==> src/rtl/ppp_params.svh <==
// Purpose: Constants of the printer parallel port: addresses, fields, timing.
// Assumes: 100 MHz clock, APB with 8-bit byte addresses.
// Notes:   Included by every design module of the port, not by the package.
//
// Summary of operation
// RULE1: Printer data lines are driven only while the drive enable pin is low.
// RULE2: Printer data lines float whenever the host has not selected the port.
// RULE3: The printer pulls character-taken low when it took the last byte.
// RULE4: The printer raises the media-out flag when paper has run out.
// RULE5: The printer holds busy high while it cannot accept data.
// RULE6: The printer drives online high when it has been selected.
// RULE7: The printer drives fault low when it met an error.
// RULE8: The select output is low to select the printer and high otherwise.
// RULE9: The init output goes low to start the printer initialisation.
// RULE10: The auto line feed output is low when a feed follows each line.
// RULE11: The data latch output pulses low for at least 0.5 us per byte.
// RULE12: The printer interrupt pin goes low whenever character-taken is low.
// RULE13: Control bit 4 enables the printer interrupt pin, else it floats.
// RULE14: The host asserts the port select pin to address the port.
// RULE15: Busy, character-taken, media-out, online and fault read as status.
`ifndef PPP_PARAMS_SVH
`define PPP_PARAMS_SVH

// ----------------------------------------------------------------------
// Register map
// ----------------------------------------------------------------------
`define PPP_AW             8
`define PPP_ADDR_DATA      8'h00
`define PPP_ADDR_STATUS    8'h04
`define PPP_ADDR_CTRL      8'h08
`define PPP_ADDR_STROBE    8'h0C
`define PPP_ADDR_IRQ_STAT  8'h10
`define PPP_ADDR_IRQ_MASK  8'h14

// ----------------------------------------------------------------------
// Fields
// ----------------------------------------------------------------------
`define PPP_CTRL_W         5
`define PPP_CTRL_SEL       0
`define PPP_CTRL_INIT      1
`define PPP_CTRL_FEED      2
`define PPP_CTRL_IRQ_EN    4
`define PPP_CTRL_RST       5'h00
`define PPP_DATA_RST       8'h00
`define PPP_STROBE_GO      0
`define PPP_EV_W           4
`define PPP_EV_TAKEN       0
`define PPP_EV_FAULT       1
`define PPP_EV_MEDIA       2
`define PPP_EV_SENT        3
`define PPP_EV_RST         4'h0
`define PPP_ST_W           6
`define PPP_ST_STROBING    0

// Synchroniser bit order and idle levels.
`define PPP_IN_W           7
`define PPP_IN_TAKEN_N     0
`define PPP_IN_MEDIA       1
`define PPP_IN_BUSY        2
`define PPP_IN_ONLINE      3
`define PPP_IN_FAULT_N     4
`define PPP_IN_DRV_N       5
`define PPP_IN_SEL_N       6
`define PPP_SYNC_RST       7'h71

// ----------------------------------------------------------------------
// Timing
// ----------------------------------------------------------------------
`define PPP_CLK_MHZ        100
`define PPP_LATCH_NS       500
`define PPP_LATCH_CYC      ((`PPP_LATCH_NS * `PPP_CLK_MHZ + 999) / 1000)
`define PPP_CNT_W          7

`endif

==> src/rtl/ppp_pkg.sv <==
// Purpose: Types shared by the printer parallel port modules.
// Assumes: Nothing beyond the constants header.
// Notes:   Numbers live in ppp_params.svh.
package ppp_pkg;
    typedef logic [7:0] ppp_byte_t;
    typedef enum logic {PPP_IDLE, PPP_LOW} ppp_strobe_e;
endpackage

==> src/rtl/ppp_top.sv <==
// Purpose: Printer parallel port with APB register access.
// Assumes: APB master on clk; printer and select pins are asynchronous.
// Notes:   Zero-wait APB: pready rises in every access phase.
//
// Register access over APB and the register addresses were left to the implementer.
`timescale 1ns/10ps
`include "ppp_params.svh"
module ppp_top (
    input  wire logic                  clk,
    input  wire logic                  nrst,
    input  wire logic                  psel,
    input  wire logic                  penable,
    input  wire logic                  pwrite,
    input  wire logic [`PPP_AW-1:0]    paddr,
    input  wire logic [31:0]           pwdata,
    output logic      [31:0]           prdata,
    output logic                       pready,
    output logic                       pslverr,
    output logic                       irq,
    input  wire logic                  printer_port_select_n,
    input  wire logic                  printer_drive_enable_n,
    input  wire logic                  char_taken_n,
    input  wire logic                  media_out_flag,
    input  wire logic                  printer_busy,
    input  wire logic                  printer_online,
    input  wire logic                  printer_fault_n,
    output ppp_pkg::ppp_byte_t         printer_data_lines,
    output logic                       printer_data_oe,
    output logic                       printer_select_out_n,
    output logic                       printer_init_n,
    output logic                       auto_line_feed_n,
    output logic                       data_latch_pulse_n,
    output logic                       printer_irq_n,
    output logic                       printer_irq_oe
);
    import ppp_pkg::*;

    logic [`PPP_IN_W-1:0]    pins_s;
    logic [`PPP_IN_W-1:0]    pins_q;
    ppp_byte_t               data_reg;
    logic [`PPP_CTRL_W-1:0]  ctrl;
    logic [`PPP_EV_W-1:0]    irq_stat;
    logic [`PPP_EV_W-1:0]    irq_mask;
    logic [`PPP_EV_W-1:0]    events;
    logic [`PPP_EV_W-1:0]    next_irq_stat;
    logic [`PPP_ST_W-1:0]    status;
    logic [31:0]             next_prdata;
    logic                    next_pslverr;
    logic                    access;
    logic                    wr;
    logic                    rd;
    logic                    strobe_go;
    logic                    strobing;
    logic                    sent;

    // ------------------------------------------------------------------
    // Pin synchronisers and edge history
    // ------------------------------------------------------------------
    ppp_sync #(
        .W       (`PPP_IN_W),
        .RST_VAL (`PPP_SYNC_RST)
    ) u_sync (
        .clk      (clk),
        .nrst     (nrst),
        .async_in ({printer_port_select_n, printer_drive_enable_n,
                    printer_fault_n, printer_online, printer_busy,
                    media_out_flag, char_taken_n}),
        .sync_out (pins_s)
    );

    always_ff @(posedge clk or negedge nrst) begin
        if (!nrst) begin
            pins_q <= `PPP_SYNC_RST;
        end else begin
            pins_q <= pins_s;
        end
    end

    // ------------------------------------------------------------------
    // APB slave
    // ------------------------------------------------------------------
    assign access    = psel && penable && pready;
    assign wr        = access && pwrite;
    assign rd        = access && !pwrite;
    assign strobe_go = wr && (paddr == `PPP_ADDR_STROBE)
                       && pwdata[`PPP_STROBE_GO];

    // Status shows live pin levels, taken straight from the synchroniser output.
    assign status = {pins_s[`PPP_IN_FAULT_N], pins_s[`PPP_IN_ONLINE],
                     pins_s[`PPP_IN_BUSY], pins_s[`PPP_IN_MEDIA],
                     pins_s[`PPP_IN_TAKEN_N], strobing};           // [RULE15]

    always_comb begin
        next_prdata  = '0;
        next_pslverr = 1'b0;
        unique case (paddr)
            `PPP_ADDR_DATA:     next_prdata = {24'h000000, data_reg};
            `PPP_ADDR_STATUS:   next_prdata = {26'h0000000, status};
            `PPP_ADDR_CTRL:     next_prdata = {27'h0000000, ctrl};
            `PPP_ADDR_STROBE:   next_prdata = {31'h00000000, strobing};
            `PPP_ADDR_IRQ_STAT: next_prdata = {28'h0000000, irq_stat};
            `PPP_ADDR_IRQ_MASK: next_prdata = {28'h0000000, irq_mask};
            default:            next_pslverr = 1'b1;
        endcase
    end

    // Read data is taken in the setup cycle so it can come from a flop;
    // the trade-off is that a status edge in the access cycle is missed.
    always_ff @(posedge clk or negedge nrst) begin
        if (!nrst) begin
            pready  <= 1'b0;
            prdata  <= '0;
            pslverr <= 1'b0;
        end else begin
            pready <= psel && !penable;
            if (psel && !penable) begin
                prdata  <= pwrite ? 32'h00000000 : next_prdata;
                pslverr <= next_pslverr;
            end
        end
    end

    // ------------------------------------------------------------------
    // Software registers
    // ------------------------------------------------------------------
    always_ff @(posedge clk or negedge nrst) begin
        if (!nrst) begin
            data_reg <= `PPP_DATA_RST;
            ctrl     <= `PPP_CTRL_RST;
            irq_mask <= `PPP_EV_RST;
        end else if (wr) begin
            if (paddr == `PPP_ADDR_DATA) begin
                data_reg <= pwdata[7:0];
            end
            if (paddr == `PPP_ADDR_CTRL) begin
                ctrl <= pwdata[`PPP_CTRL_W-1:0];
            end
            if (paddr == `PPP_ADDR_IRQ_MASK) begin
                irq_mask <= pwdata[`PPP_EV_W-1:0];
            end
        end
    end

    // ------------------------------------------------------------------
    // Data latch strobe
    // ------------------------------------------------------------------
    ppp_strobe u_strobe (
        .clk                (clk),
        .nrst               (nrst),
        .start              (strobe_go),
        .data_latch_pulse_n (data_latch_pulse_n),
        .strobing           (strobing),
        .sent               (sent)
    );

    // ------------------------------------------------------------------
    // Interrupt status
    // ------------------------------------------------------------------
    always_comb begin
        events                = '0;
        events[`PPP_EV_TAKEN] = pins_q[`PPP_IN_TAKEN_N]
                                && !pins_s[`PPP_IN_TAKEN_N];
        events[`PPP_EV_FAULT] = pins_q[`PPP_IN_FAULT_N]
                                && !pins_s[`PPP_IN_FAULT_N];
        events[`PPP_EV_MEDIA] = !pins_q[`PPP_IN_MEDIA]
                                && pins_s[`PPP_IN_MEDIA];
        events[`PPP_EV_SENT]  = sent;
        next_irq_stat = irq_stat;
        // Only the bits that the read reported are cleared, so an event
        // landing between setup and access is not lost.
        if (rd && (paddr == `PPP_ADDR_IRQ_STAT)) begin
            next_irq_stat = irq_stat & ~prdata[`PPP_EV_W-1:0];
        end
        // A new event wins over the read that clears.
        next_irq_stat = next_irq_stat | events;
    end

    always_ff @(posedge clk or negedge nrst) begin
        if (!nrst) begin
            irq_stat <= `PPP_EV_RST;
            irq      <= 1'b0;
        end else begin
            irq_stat <= next_irq_stat;
            irq      <= |(next_irq_stat & irq_mask);
        end
    end

    // ------------------------------------------------------------------
    // Printer pins
    // ------------------------------------------------------------------
    always_ff @(posedge clk or negedge nrst) begin
        if (!nrst) begin
            printer_data_lines   <= `PPP_DATA_RST;
            printer_data_oe      <= 1'b0;
            printer_select_out_n <= 1'b1;
            printer_init_n       <= 1'b1;
            auto_line_feed_n     <= 1'b1;
            printer_irq_n        <= 1'b1;
            printer_irq_oe       <= 1'b0;
        end else begin
            printer_data_lines   <= data_reg;
            printer_data_oe      <= !pins_s[`PPP_IN_DRV_N]             // [RULE1]
                                    && !pins_s[`PPP_IN_SEL_N];         // [RULE2]
            printer_select_out_n <= !ctrl[`PPP_CTRL_SEL];              // [RULE8]
            printer_init_n       <= !ctrl[`PPP_CTRL_INIT];             // [RULE9]
            auto_line_feed_n     <= !ctrl[`PPP_CTRL_FEED];             // [RULE10]
            printer_irq_n        <= pins_s[`PPP_IN_TAKEN_N];           // [RULE12]
            printer_irq_oe       <= ctrl[`PPP_CTRL_IRQ_EN];            // [RULE13]
        end
    end

    // ------------------------------------------------------------------
    // Checks
    // ------------------------------------------------------------------
    drive_enable_a: assert property (@(posedge clk) disable iff (!nrst) // [RULE1]
        pins_s[`PPP_IN_DRV_N] |=> !printer_data_oe)
        else $error("Data lines driven while drive enable is high.");
    port_select_a: assert property (@(posedge clk) disable iff (!nrst) // [RULE2]
        printer_data_oe |-> !$past(pins_s[`PPP_IN_SEL_N]))
        else $error("Data lines driven while port is not selected.");
    select_out_a: assert property (@(posedge clk) disable iff (!nrst) // [RULE8]
        (wr && paddr == `PPP_ADDR_CTRL) |=> ##1
        printer_select_out_n == !$past(pwdata[`PPP_CTRL_SEL], 2))
        else $error("Select output does not follow control.");
    init_out_a: assert property (@(posedge clk) disable iff (!nrst) // [RULE9]
        $rose(ctrl[`PPP_CTRL_INIT]) |=> $fell(printer_init_n))
        else $error("Init output did not go low.");
    feed_out_a: assert property (@(posedge clk) disable iff (!nrst) // [RULE10]
        $fell(ctrl[`PPP_CTRL_FEED]) |=> $rose(auto_line_feed_n))
        else $error("Auto feed output did not release.");
    taken_irq_a: assert property (@(posedge clk) disable iff (!nrst) // [RULE12]
        !pins_s[`PPP_IN_TAKEN_N] [*2] |-> !printer_irq_n)
        else $error("Printer interrupt pin not low on character taken.");
    irq_enable_a: assert property (@(posedge clk) disable iff (!nrst) // [RULE13]
        printer_irq_oe |-> $past(ctrl[`PPP_CTRL_IRQ_EN]))
        else $error("Printer interrupt pin driven while disabled.");
    status_read_a: assert property (@(posedge clk) disable iff (!nrst) // [RULE15]
        (psel && !penable && !pwrite && paddr == `PPP_ADDR_STATUS)
        |=> prdata[5:1] == $past(status[5:1]))
        else $error("Status read does not show pin levels.");
    drive_on_a: assert property (@(posedge clk) disable iff (!nrst) // [RULE1]
        (!pins_s[`PPP_IN_DRV_N] && !pins_s[`PPP_IN_SEL_N])
        |=> printer_data_oe)
        else $error("Data lines not driven while enabled and selected.");
    init_done_a: assert property (@(posedge clk) disable iff (!nrst) // [RULE9]
        $fell(ctrl[`PPP_CTRL_INIT]) |=> $rose(printer_init_n))
        else $error("Init output did not release.");
    feed_low_a: assert property (@(posedge clk) disable iff (!nrst) // [RULE10]
        $rose(ctrl[`PPP_CTRL_FEED]) |=> $fell(auto_line_feed_n))
        else $error("Auto feed output did not go low.");
    irq_float_a: assert property (@(posedge clk) disable iff (!nrst) // [RULE13]
        !ctrl[`PPP_CTRL_IRQ_EN] |=> !printer_irq_oe)
        else $error("Printer interrupt pin not released when disabled.");
    irq_idle_a: assert property (@(posedge clk) disable iff (!nrst) // [RULE12]
        pins_s[`PPP_IN_TAKEN_N] [*2] |-> printer_irq_n)
        else $error("Printer interrupt pin low without character taken.");
    taken_event_a: assert property (@(posedge clk) disable iff (!nrst)
        $fell(pins_s[`PPP_IN_TAKEN_N]) |=> irq_stat[`PPP_EV_TAKEN])
        else $error("Character taken event not recorded.");
    ready_pulse_a: assert property (@(posedge clk) disable iff (!nrst)
        pready |=> !pready)
        else $error("Ready stood for more than one cycle.");
endmodule

==> src/rtl/ppp_sync.sv <==
// Purpose: Two-flop synchroniser for the printer and host pins.
// Assumes: Inputs are asynchronous to clk.
// Notes:   Only the second stage may be read by other logic.
`timescale 1ns/10ps
`include "ppp_params.svh"
module ppp_sync #(
    parameter int              W       = `PPP_IN_W,
    parameter logic [W-1:0]    RST_VAL = `PPP_SYNC_RST
) (
    input  wire logic          clk,
    input  wire logic          nrst,
    input  wire logic [W-1:0]  async_in,
    output logic      [W-1:0]  sync_out
);
    import ppp_pkg::*;

    logic [W-1:0] meta;

    // ------------------------------------------------------------------
    // Per-bit stages
    // ------------------------------------------------------------------
    for (genvar i = 0; i < W; i++) begin : g_bit
        always_ff @(posedge clk or negedge nrst) begin
            if (!nrst) begin
                meta[i]     <= RST_VAL[i];
                sync_out[i] <= RST_VAL[i];
            end else begin
                meta[i]     <= async_in[i];
                sync_out[i] <= meta[i];
            end
        end
    end
endmodule

==> src/rtl/ppp_strobe.sv <==
// Purpose: Timed low pulse on the printer data latch line.
// Assumes: start is a one-cycle pulse from clk logic.
// Notes:   A start while the pulse runs is ignored.
`timescale 1ns/10ps
`include "ppp_params.svh"
module ppp_strobe (
    input  wire logic  clk,
    input  wire logic  nrst,
    input  wire logic  start,
    output logic       data_latch_pulse_n,
    output logic       strobing,
    output logic       sent
);
    import ppp_pkg::*;

    ppp_strobe_e             state;
    logic [`PPP_CNT_W-1:0]   cnt;
    logic [`PPP_CNT_W-1:0]   low_len;

    // ------------------------------------------------------------------
    // Pulse timer
    // ------------------------------------------------------------------
    // The count covers the full low time so the printer always has the
    // minimum latch width, even if software restarts it at once.
    always_ff @(posedge clk or negedge nrst) begin
        if (!nrst) begin
            state              <= PPP_IDLE;
            cnt                <= '0;
            data_latch_pulse_n <= 1'b1;
            sent               <= 1'b0;
        end else begin
            sent <= 1'b0;
            unique case (state)
                PPP_IDLE: begin
                    if (start) begin
                        state              <= PPP_LOW;
                        cnt                <= `PPP_CNT_W'(`PPP_LATCH_CYC - 1);
                        data_latch_pulse_n <= 1'b0;                // [RULE11]
                    end
                end
                PPP_LOW: begin
                    if (cnt == '0) begin
                        state              <= PPP_IDLE;
                        data_latch_pulse_n <= 1'b1;                // [RULE11]
                        sent               <= 1'b1;
                    end else begin
                        cnt <= cnt - 1'b1;
                    end
                end
            endcase
        end
    end

    assign strobing = (state == PPP_LOW);

    // ------------------------------------------------------------------
    // Checks
    // ------------------------------------------------------------------
    always_ff @(posedge clk or negedge nrst) begin
        if (!nrst) begin
            low_len <= '0;
        end else if (data_latch_pulse_n) begin
            low_len <= '0;
        end else begin
            low_len <= low_len + 1'b1;
        end
    end

    latch_width_a: assert property (@(posedge clk) disable iff (!nrst) // [RULE11]
        $rose(data_latch_pulse_n) |-> $past(low_len) >= `PPP_LATCH_CYC - 1)
        else $error("Data latch pulse too short.");
    latch_start_a: assert property (@(posedge clk) disable iff (!nrst) // [RULE11]
        (start && !strobing) |=> !data_latch_pulse_n [*8])
        else $error("Data latch pulse did not start on request.");
endmodule

==> config.mk <==
export PLATFORM = sky130hd
export DESIGN_NAME = ppp_top
export DESIGN_NICKNAME = d
export VERILOG_FILES = /design/src/rtl/ppp_pkg.sv /design/src/rtl/ppp_top.sv /design/src/rtl/ppp_sync.sv /design/src/rtl/ppp_strobe.sv
export VERILOG_INCLUDE_DIRS = /design/src /design/src/rtl
export SDC_FILE = /design/constraint.sdc
export NUM_CORES = 1
export LEC_CHECK = 0
export ABC_AREA = 0
export BUFFER_PORTS_ARGS = -buffer_cell sky130_fd_sc_hd__buf_2
export CAP_MARGIN = 0
export CELL_PAD_IN_SITES_DETAIL_PLACEMENT = 2
export CELL_PAD_IN_SITES_GLOBAL_PLACEMENT = 2
export CORE_MARGIN = 10
export CORE_UTILIZATION = 34
export CTS_CLUSTER_SIZE = 24
export DETAILED_ROUTE_END_ITERATION = 8
export PLACE_DENSITY = 0.95
export SYNTH_ARGS = -nofsm -noshare
export SYNTH_HDL_FRONTEND = slang
export SYNTH_SLANG_ARGS = --single-unit
export TNS_END_PERCENT = 10
==> constraint.sdc <==
create_clock -name clk -period 3.13 [get_ports clk]
set_input_delay 0.1565 -clock clk [delete_from_list [all_inputs] [get_ports clk]]
set_output_delay 0.1565 -clock clk [all_outputs]
set_load 0.02 [all_outputs]
; ---- Word level (Yosys, flattened, before mapping)
; Index checks and enable logic that the tools add are counted.
[op_classes]
reduce_logical = 31
bitwise_logic = 5
add_sub_neg = 1
muxes = 15
eq_ne = 8
[ops]
columns = cell, n
row1 = case mux 8 bit (6 select lines), 1
row2 = 2-to-1 mux 32 bit, 1
row3 = "equality test 8 x 4 -> 1 bit, second input constant", 2
row4 = "equality test 8 x 5 -> 1 bit, second input constant", 2
row5 = 2-to-1 mux 7 bit, 2
row6 = case mux 7 bit (2 select lines), 1
row7 = logical AND 1 bit, 12
row8 = logical NOT 1 bit, 10
row9 = AND reduction 2 bit, 5
row10 = AND 4 bit, 2
row11 = "equality test 8 x 3 -> 1 bit, second input constant", 1
row12 = logical NOT 8 bit, 1
row13 = logical NOT 7 bit, 1
row14 = 2-to-1 mux 1 bit, 7
row15 = "subtractor 7 x 1 -> 7 bit, second input constant", 1
row16 = "inequality test 2 bit, second input constant", 3
row17 = OR reduction 6 bit, 1
row18 = 2-to-1 mux 4 bit, 1
row19 = inverter 4 bit, 1
row20 = bitwise OR 4 bit, 1
row21 = case mux 1 bit (2 select lines), 2
row22 = OR reduction 4 bit, 1
row23 = inverter 1 bit, 1
[totals]
elab_cells = 94
ff_bits = 99
output_inout_bits = 50

; ---- Depth between registers and ports, before layout
[logic_depth]
depth_word = 8
mapped_depth = 6

; ---- Cells and area by module
; A second synthesis with hierarchy kept.
[hier_totals]
cells_unflattened = 240
hier_area_um2 = 3062.9
[modules_own_cells]
columns = mod, area_per_inst_um2, instances, cells_each, seq_area_each_um2
row1 = ppp_top, 2189.6, 1, 178, 1207.4
row2 = ppp_strobe, 513.0, 1, 48, 251.5
row3 = ppp_sync, 360.3, 1, 14, 360.3

; ---- Worst setup path after synthesis
; OpenSTA, ideal clock, no wires.
[synth_path]
kind = input to register
from = input port paddr[2]
to = register irq
setup_ps = 139
cell_stages = 6
slack_ps = 1264
t_required_ps = 2991
arrival_time_ps = 1727
path_buffers = 2
cell_sequence = buf_2 > or4_1 > buf_6 > nor4_4 > a21oi_1 > or4_1
[synth_between]
elab_chain_cells = 6
[synth_lines]
columns = element, line
row1 = start: declaration, ppp_top.sv:14  ; input wire logic [`PPP_AW-1:0] paddr,
row2 = equality test 8 x 5 -> 1 bit, n/a
row3 = logical AND 1 bit, ppp_top.sv:171  ; if (rd && (paddr == `PPP_ADDR_IRQ_STAT)) begin
row4 = 2-to-1 mux 4 bit, ppp_top.sv:171
row5 = bitwise OR 4 bit, ppp_top.sv:175  ; next_irq_stat = next_irq_stat | events;
row6 = AND 4 bit, ppp_top.sv:184  ; irq <= |(next_irq_stat & irq_mask);
row7 = OR reduction 4 bit, ppp_top.sv:184
row8 = end signal: assignment, ppp_top.sv:184
row9 = end: declaration, ppp_top.sv:19  ; output logic irq,
; No other way between the ends.
; A chain may end at the register's enable or synchronous reset.

; ---- Worst setup path in the final report
[layout_path]
from = input port paddr[1]
to = register irq
; The elaborated chain is that of the path after synthesis.

==> results.tsv <==
metric	value	unit
antennaDiodeCount	0	
seq_area_frac_synth	0.590	
worst_hold_path_type	in -> reg	
fp.dieH	115	µm
setup.worst_path.end_class	flip-flop	
vias_per_cell	5.02	
worst_endpoint_required_time	3360	ps
worst_ep_arrival_time	2360	ps
p_leak	0.00176	µW
global_route.usage.total	0.145	
routed_wirelength	9180	µm
clock_sinks	72	
gp_congestion	0.797	
number_of_enable_flip_flop_cells_after_synthesis	0	
postSynthAreaPerCell	11.8	µm²
initial_core_util	0.352	
die_area	13300	µm²
synth_warnings	0	
timing.hold.worst_path_depth	2	
timing.slew.headroom	0.416	
detailroute.via_count	2220	
cts_root_buf	sky130_fd_sc_hd__clkbuf_8	
area_growth	19.4	%
worst_r2r_startpoint	pready	
drt_drc_violations_left	0	
drt_iter0_drc	61	
finClkSkew	7.12	ps
setup_total_negative_slack	0	ps
max_clock_freq	469	MHz
global_route.overflow_total	0	
postLayoutSetupSlackWorst	997	ps
fillCellCount	927	
cts.hold.buffers_added	9	
finalSetupViolations	0	
clock_slew_at_reported_path_ffs	80	ps
setup_repair_after_global_routing_missed_its_margin	false	
wire_length_of_the_first_global_routing_pass	14900	µm
hold_viol_final	0	
worst-path-max-fanout	8	
layout-drive-gt1-share	0.317	
worst_setup_path_startpoint	paddr[1]	
io_port_bufs	53	
grt_antenna_before_repair	0	
worstSkewPairLatency	360	ps
period_needed	2130	ps
power_per_cell_area	527	nW/µm²
fin_nets	383	
cts_post_setup_buffers_inserted	0	
cap_viol_max_count	0	
path_class	in -> reg	
cp-start-kind	input port	
synth_area	3080	µm²
fp.dieW	115	µm
synthArstFlopShare	1.00	
max-vdd-ir-drop	0.318	mV
timing.reg2reg.worst_path_depth	4	
detail_route.first_pass.iterations	4	
number_of_instances_in_the_synthesized_netlist	262	
cts_max_path_buffers	2	
synthFlopType	sky130_fd_sc_hd__dfrtp_1	
timing.rr.end	irq	
reg2reg_setup_slack	1110	ps
design.core.area	8760	µm²
fin_crit_sh	0.681	
cts_made_buffers	9	
timing.final.max_slew_violations	0	
timing_worst_slew_pin_value	876	ps
yosysUniqueCellTypes	44	
route.detailed.wl_per_inst	20.8	µm
run_status	completed	
synth_seq_cells	72	
clock_tree.htree_level_count	3	
floorplan.rows	34	
tritoncts	built	
crit_path_capture	irq	
pre_cts_ws	714	ps
via_count_of_the_first_global_routing_pass	2647	
num_io_pins	102	
grt_max_degree	37	
hpwlAfterDp	6460	µm
drt.antenna.violating_nets	0	
postCtsResizedCells	0	
## power breakdown
part	internal, µW	switching, µW
Combinational	43.3	100
Sequential	955	14.4
Clock	453	373
## kinds of logic after synthesis
logic type,synth area share
XOR/XNOR,0.00853
other,0.00122
adder cells (fa/ha/maj),0.00812
buffers and inverters,0.0849
multiplexers,0.0877
AND/OR/NAND/NOR,0.147
flip-flops,0.590
AO/OA/AOI/OAI,0.0727
## Yosys cell counts (2+ instances only)
master | n | area share
sky130_fd_sc_hd__nor2_1 | 10 | 0.012
sky130_fd_sc_hd__nand2b_1 | 2 | 0.0041
sky130_fd_sc_hd__nor3_1 | 6 | 0.0097
sky130_fd_sc_hd__nand4b_1 | 2 | 0.0057
sky130_fd_sc_hd__nor2b_1 | 7 | 0.014
sky130_fd_sc_hd__dfrtp_1 | 58 | 0.47
sky130_fd_sc_hd__buf_2 | 2 | 0.0032
sky130_fd_sc_hd__or4_1 | 6 | 0.015
sky130_fd_sc_hd__clkbuf_1 | 4 | 0.0049
sky130_fd_sc_hd__ha_1 | 2 | 0.0081
sky130_fd_sc_hd__mux2i_1 | 9 | 0.029
sky130_fd_sc_hd__o41ai_1 | 2 | 0.0057
sky130_fd_sc_hd__o21ai_0 | 12 | 0.019
sky130_fd_sc_hd__nand3_1 | 4 | 0.0065
sky130_fd_sc_hd__nand2_1 | 26 | 0.032
sky130_fd_sc_hd__a21oi_1 | 7 | 0.011
sky130_fd_sc_hd__dfstp_2 | 14 | 0.12
sky130_fd_sc_hd__o22ai_1 | 3 | 0.0061
sky130_fd_sc_hd__inv_1 | 11 | 0.013
sky130_fd_sc_hd__mux2_2 | 16 | 0.058
sky130_fd_sc_hd__a21o_1 | 5 | 0.012
sky130_fd_sc_hd__buf_4 | 24 | 0.058
sky130_fd_sc_hd__xor2_1 | 3 | 0.0085
sky130_fd_sc_hd__or2_2 | 2 | 0.0041
sky130_fd_sc_hd__nand4_1 | 5 | 0.010
sky130_fd_sc_hd__nor4_1 | 2 | 0.0041
## metrics by stage
| stage | total power, µW | cell area (µm²) | util | cells | hold slack, ps |
|---|---|---|---|---|---|
| 2_1_floorplan | 1080 | 3170 | - | 285 | -139 |
| 3_3_place_gp | 1110 | 3370 | 0.385 | 417 | 261 |
| 3_5_place_dp | 1120 | 3370 | 0.385 | 417 | 263 |
| 4_1_cts | 1960 | 3680 | 0.420 | 442 | 8.28 |
| 5_1_grt | 2030 | 3680 | 0.420 | 442 | 16.0 |
| 6_report | 1940 | 3680 | 0.420 | 442 | 25.6 |
## area by class of cell
cell class	count	area, µm²	area share
Sequential cell	72	1820	0.494
Multi-Input combinational cell	170	1090	0.295
Timing Repair Buffer	65	378	0.103
Tap cell	108	135	0.0367
Clock buffer	10	128	0.0347
Clock inverter	6	92.6	0.0252
Inverter	11	41.3	0.0112
## worst min-delay path by stage
stage	slack, ps	from	endpoint
after floorplan	-140	nrst	ctrl[0]
after global placement	260	printer_fault_n	u_sync.meta[4]
final	30	pwdata[7]	data_reg[7]
after CTS	8	pwdata[7]	data_reg[7]
after detailed placement	260	printer_fault_n	u_sync.meta[4]
after global routing	20	pwdata[7]	data_reg[7]
## worst max-delay path, stage by stage
cell	delay [ps]
sky130_fd_sc_hd__buf_2	120
sky130_fd_sc_hd__or4_1	800
sky130_fd_sc_hd__nor4_4	540
sky130_fd_sc_hd__a21oi_1	220
sky130_fd_sc_hd__or4_1	520
## layer usage
| layer | track usage | vias up | wire length, µm |
|---|---|---|---|
| li1 | - | 992 | - |
| met1 | 0.163 | 1148 | 3730 |
| met2 | 0.252 | 64 | 4770 |
| met3 | 0.0505 | 16 | 502 |
| met4 | 0.0454 | 0 | 179 |
| met5 | 0 | - | 0 |
## cell usage in the layout, fill, tap and decap left out, types with 2 or more instances in the layout
cell                            instances
sky130_fd_sc_hd__dfrtp_1               58
sky130_fd_sc_hd__buf_2                 53
sky130_fd_sc_hd__nand2_1               26
sky130_fd_sc_hd__conb_1                24
sky130_fd_sc_hd__mux2_2                16
sky130_fd_sc_hd__dfstp_2               14
sky130_fd_sc_hd__o21ai_0               12
sky130_fd_sc_hd__inv_1                 11
sky130_fd_sc_hd__nor2_1                10
sky130_fd_sc_hd__mux2i_1                9
sky130_fd_sc_hd__clkbuf_8               9
sky130_fd_sc_hd__dlygate4sd3_1          9
sky130_fd_sc_hd__nor2b_1                7
sky130_fd_sc_hd__a21oi_1                7
sky130_fd_sc_hd__or4_1                  6
sky130_fd_sc_hd__nor3_1                 6
sky130_fd_sc_hd__nand4_1                5
sky130_fd_sc_hd__a21o_1                 5
sky130_fd_sc_hd__nand3_1                4
sky130_fd_sc_hd__o22ai_1                3
sky130_fd_sc_hd__xor2_1                 3
sky130_fd_sc_hd__buf_4                  3
sky130_fd_sc_hd__nand2b_1               2
sky130_fd_sc_hd__or2_2                  2
sky130_fd_sc_hd__nand4b_1               2
sky130_fd_sc_hd__nor4_1                 2
sky130_fd_sc_hd__o41ai_1                2
sky130_fd_sc_hd__ha_1                   2
sky130_fd_sc_hd__bufinv_16              2
sky130_fd_sc_hd__clkinvlp_4             2
Power figures use the tool's default switching activity.
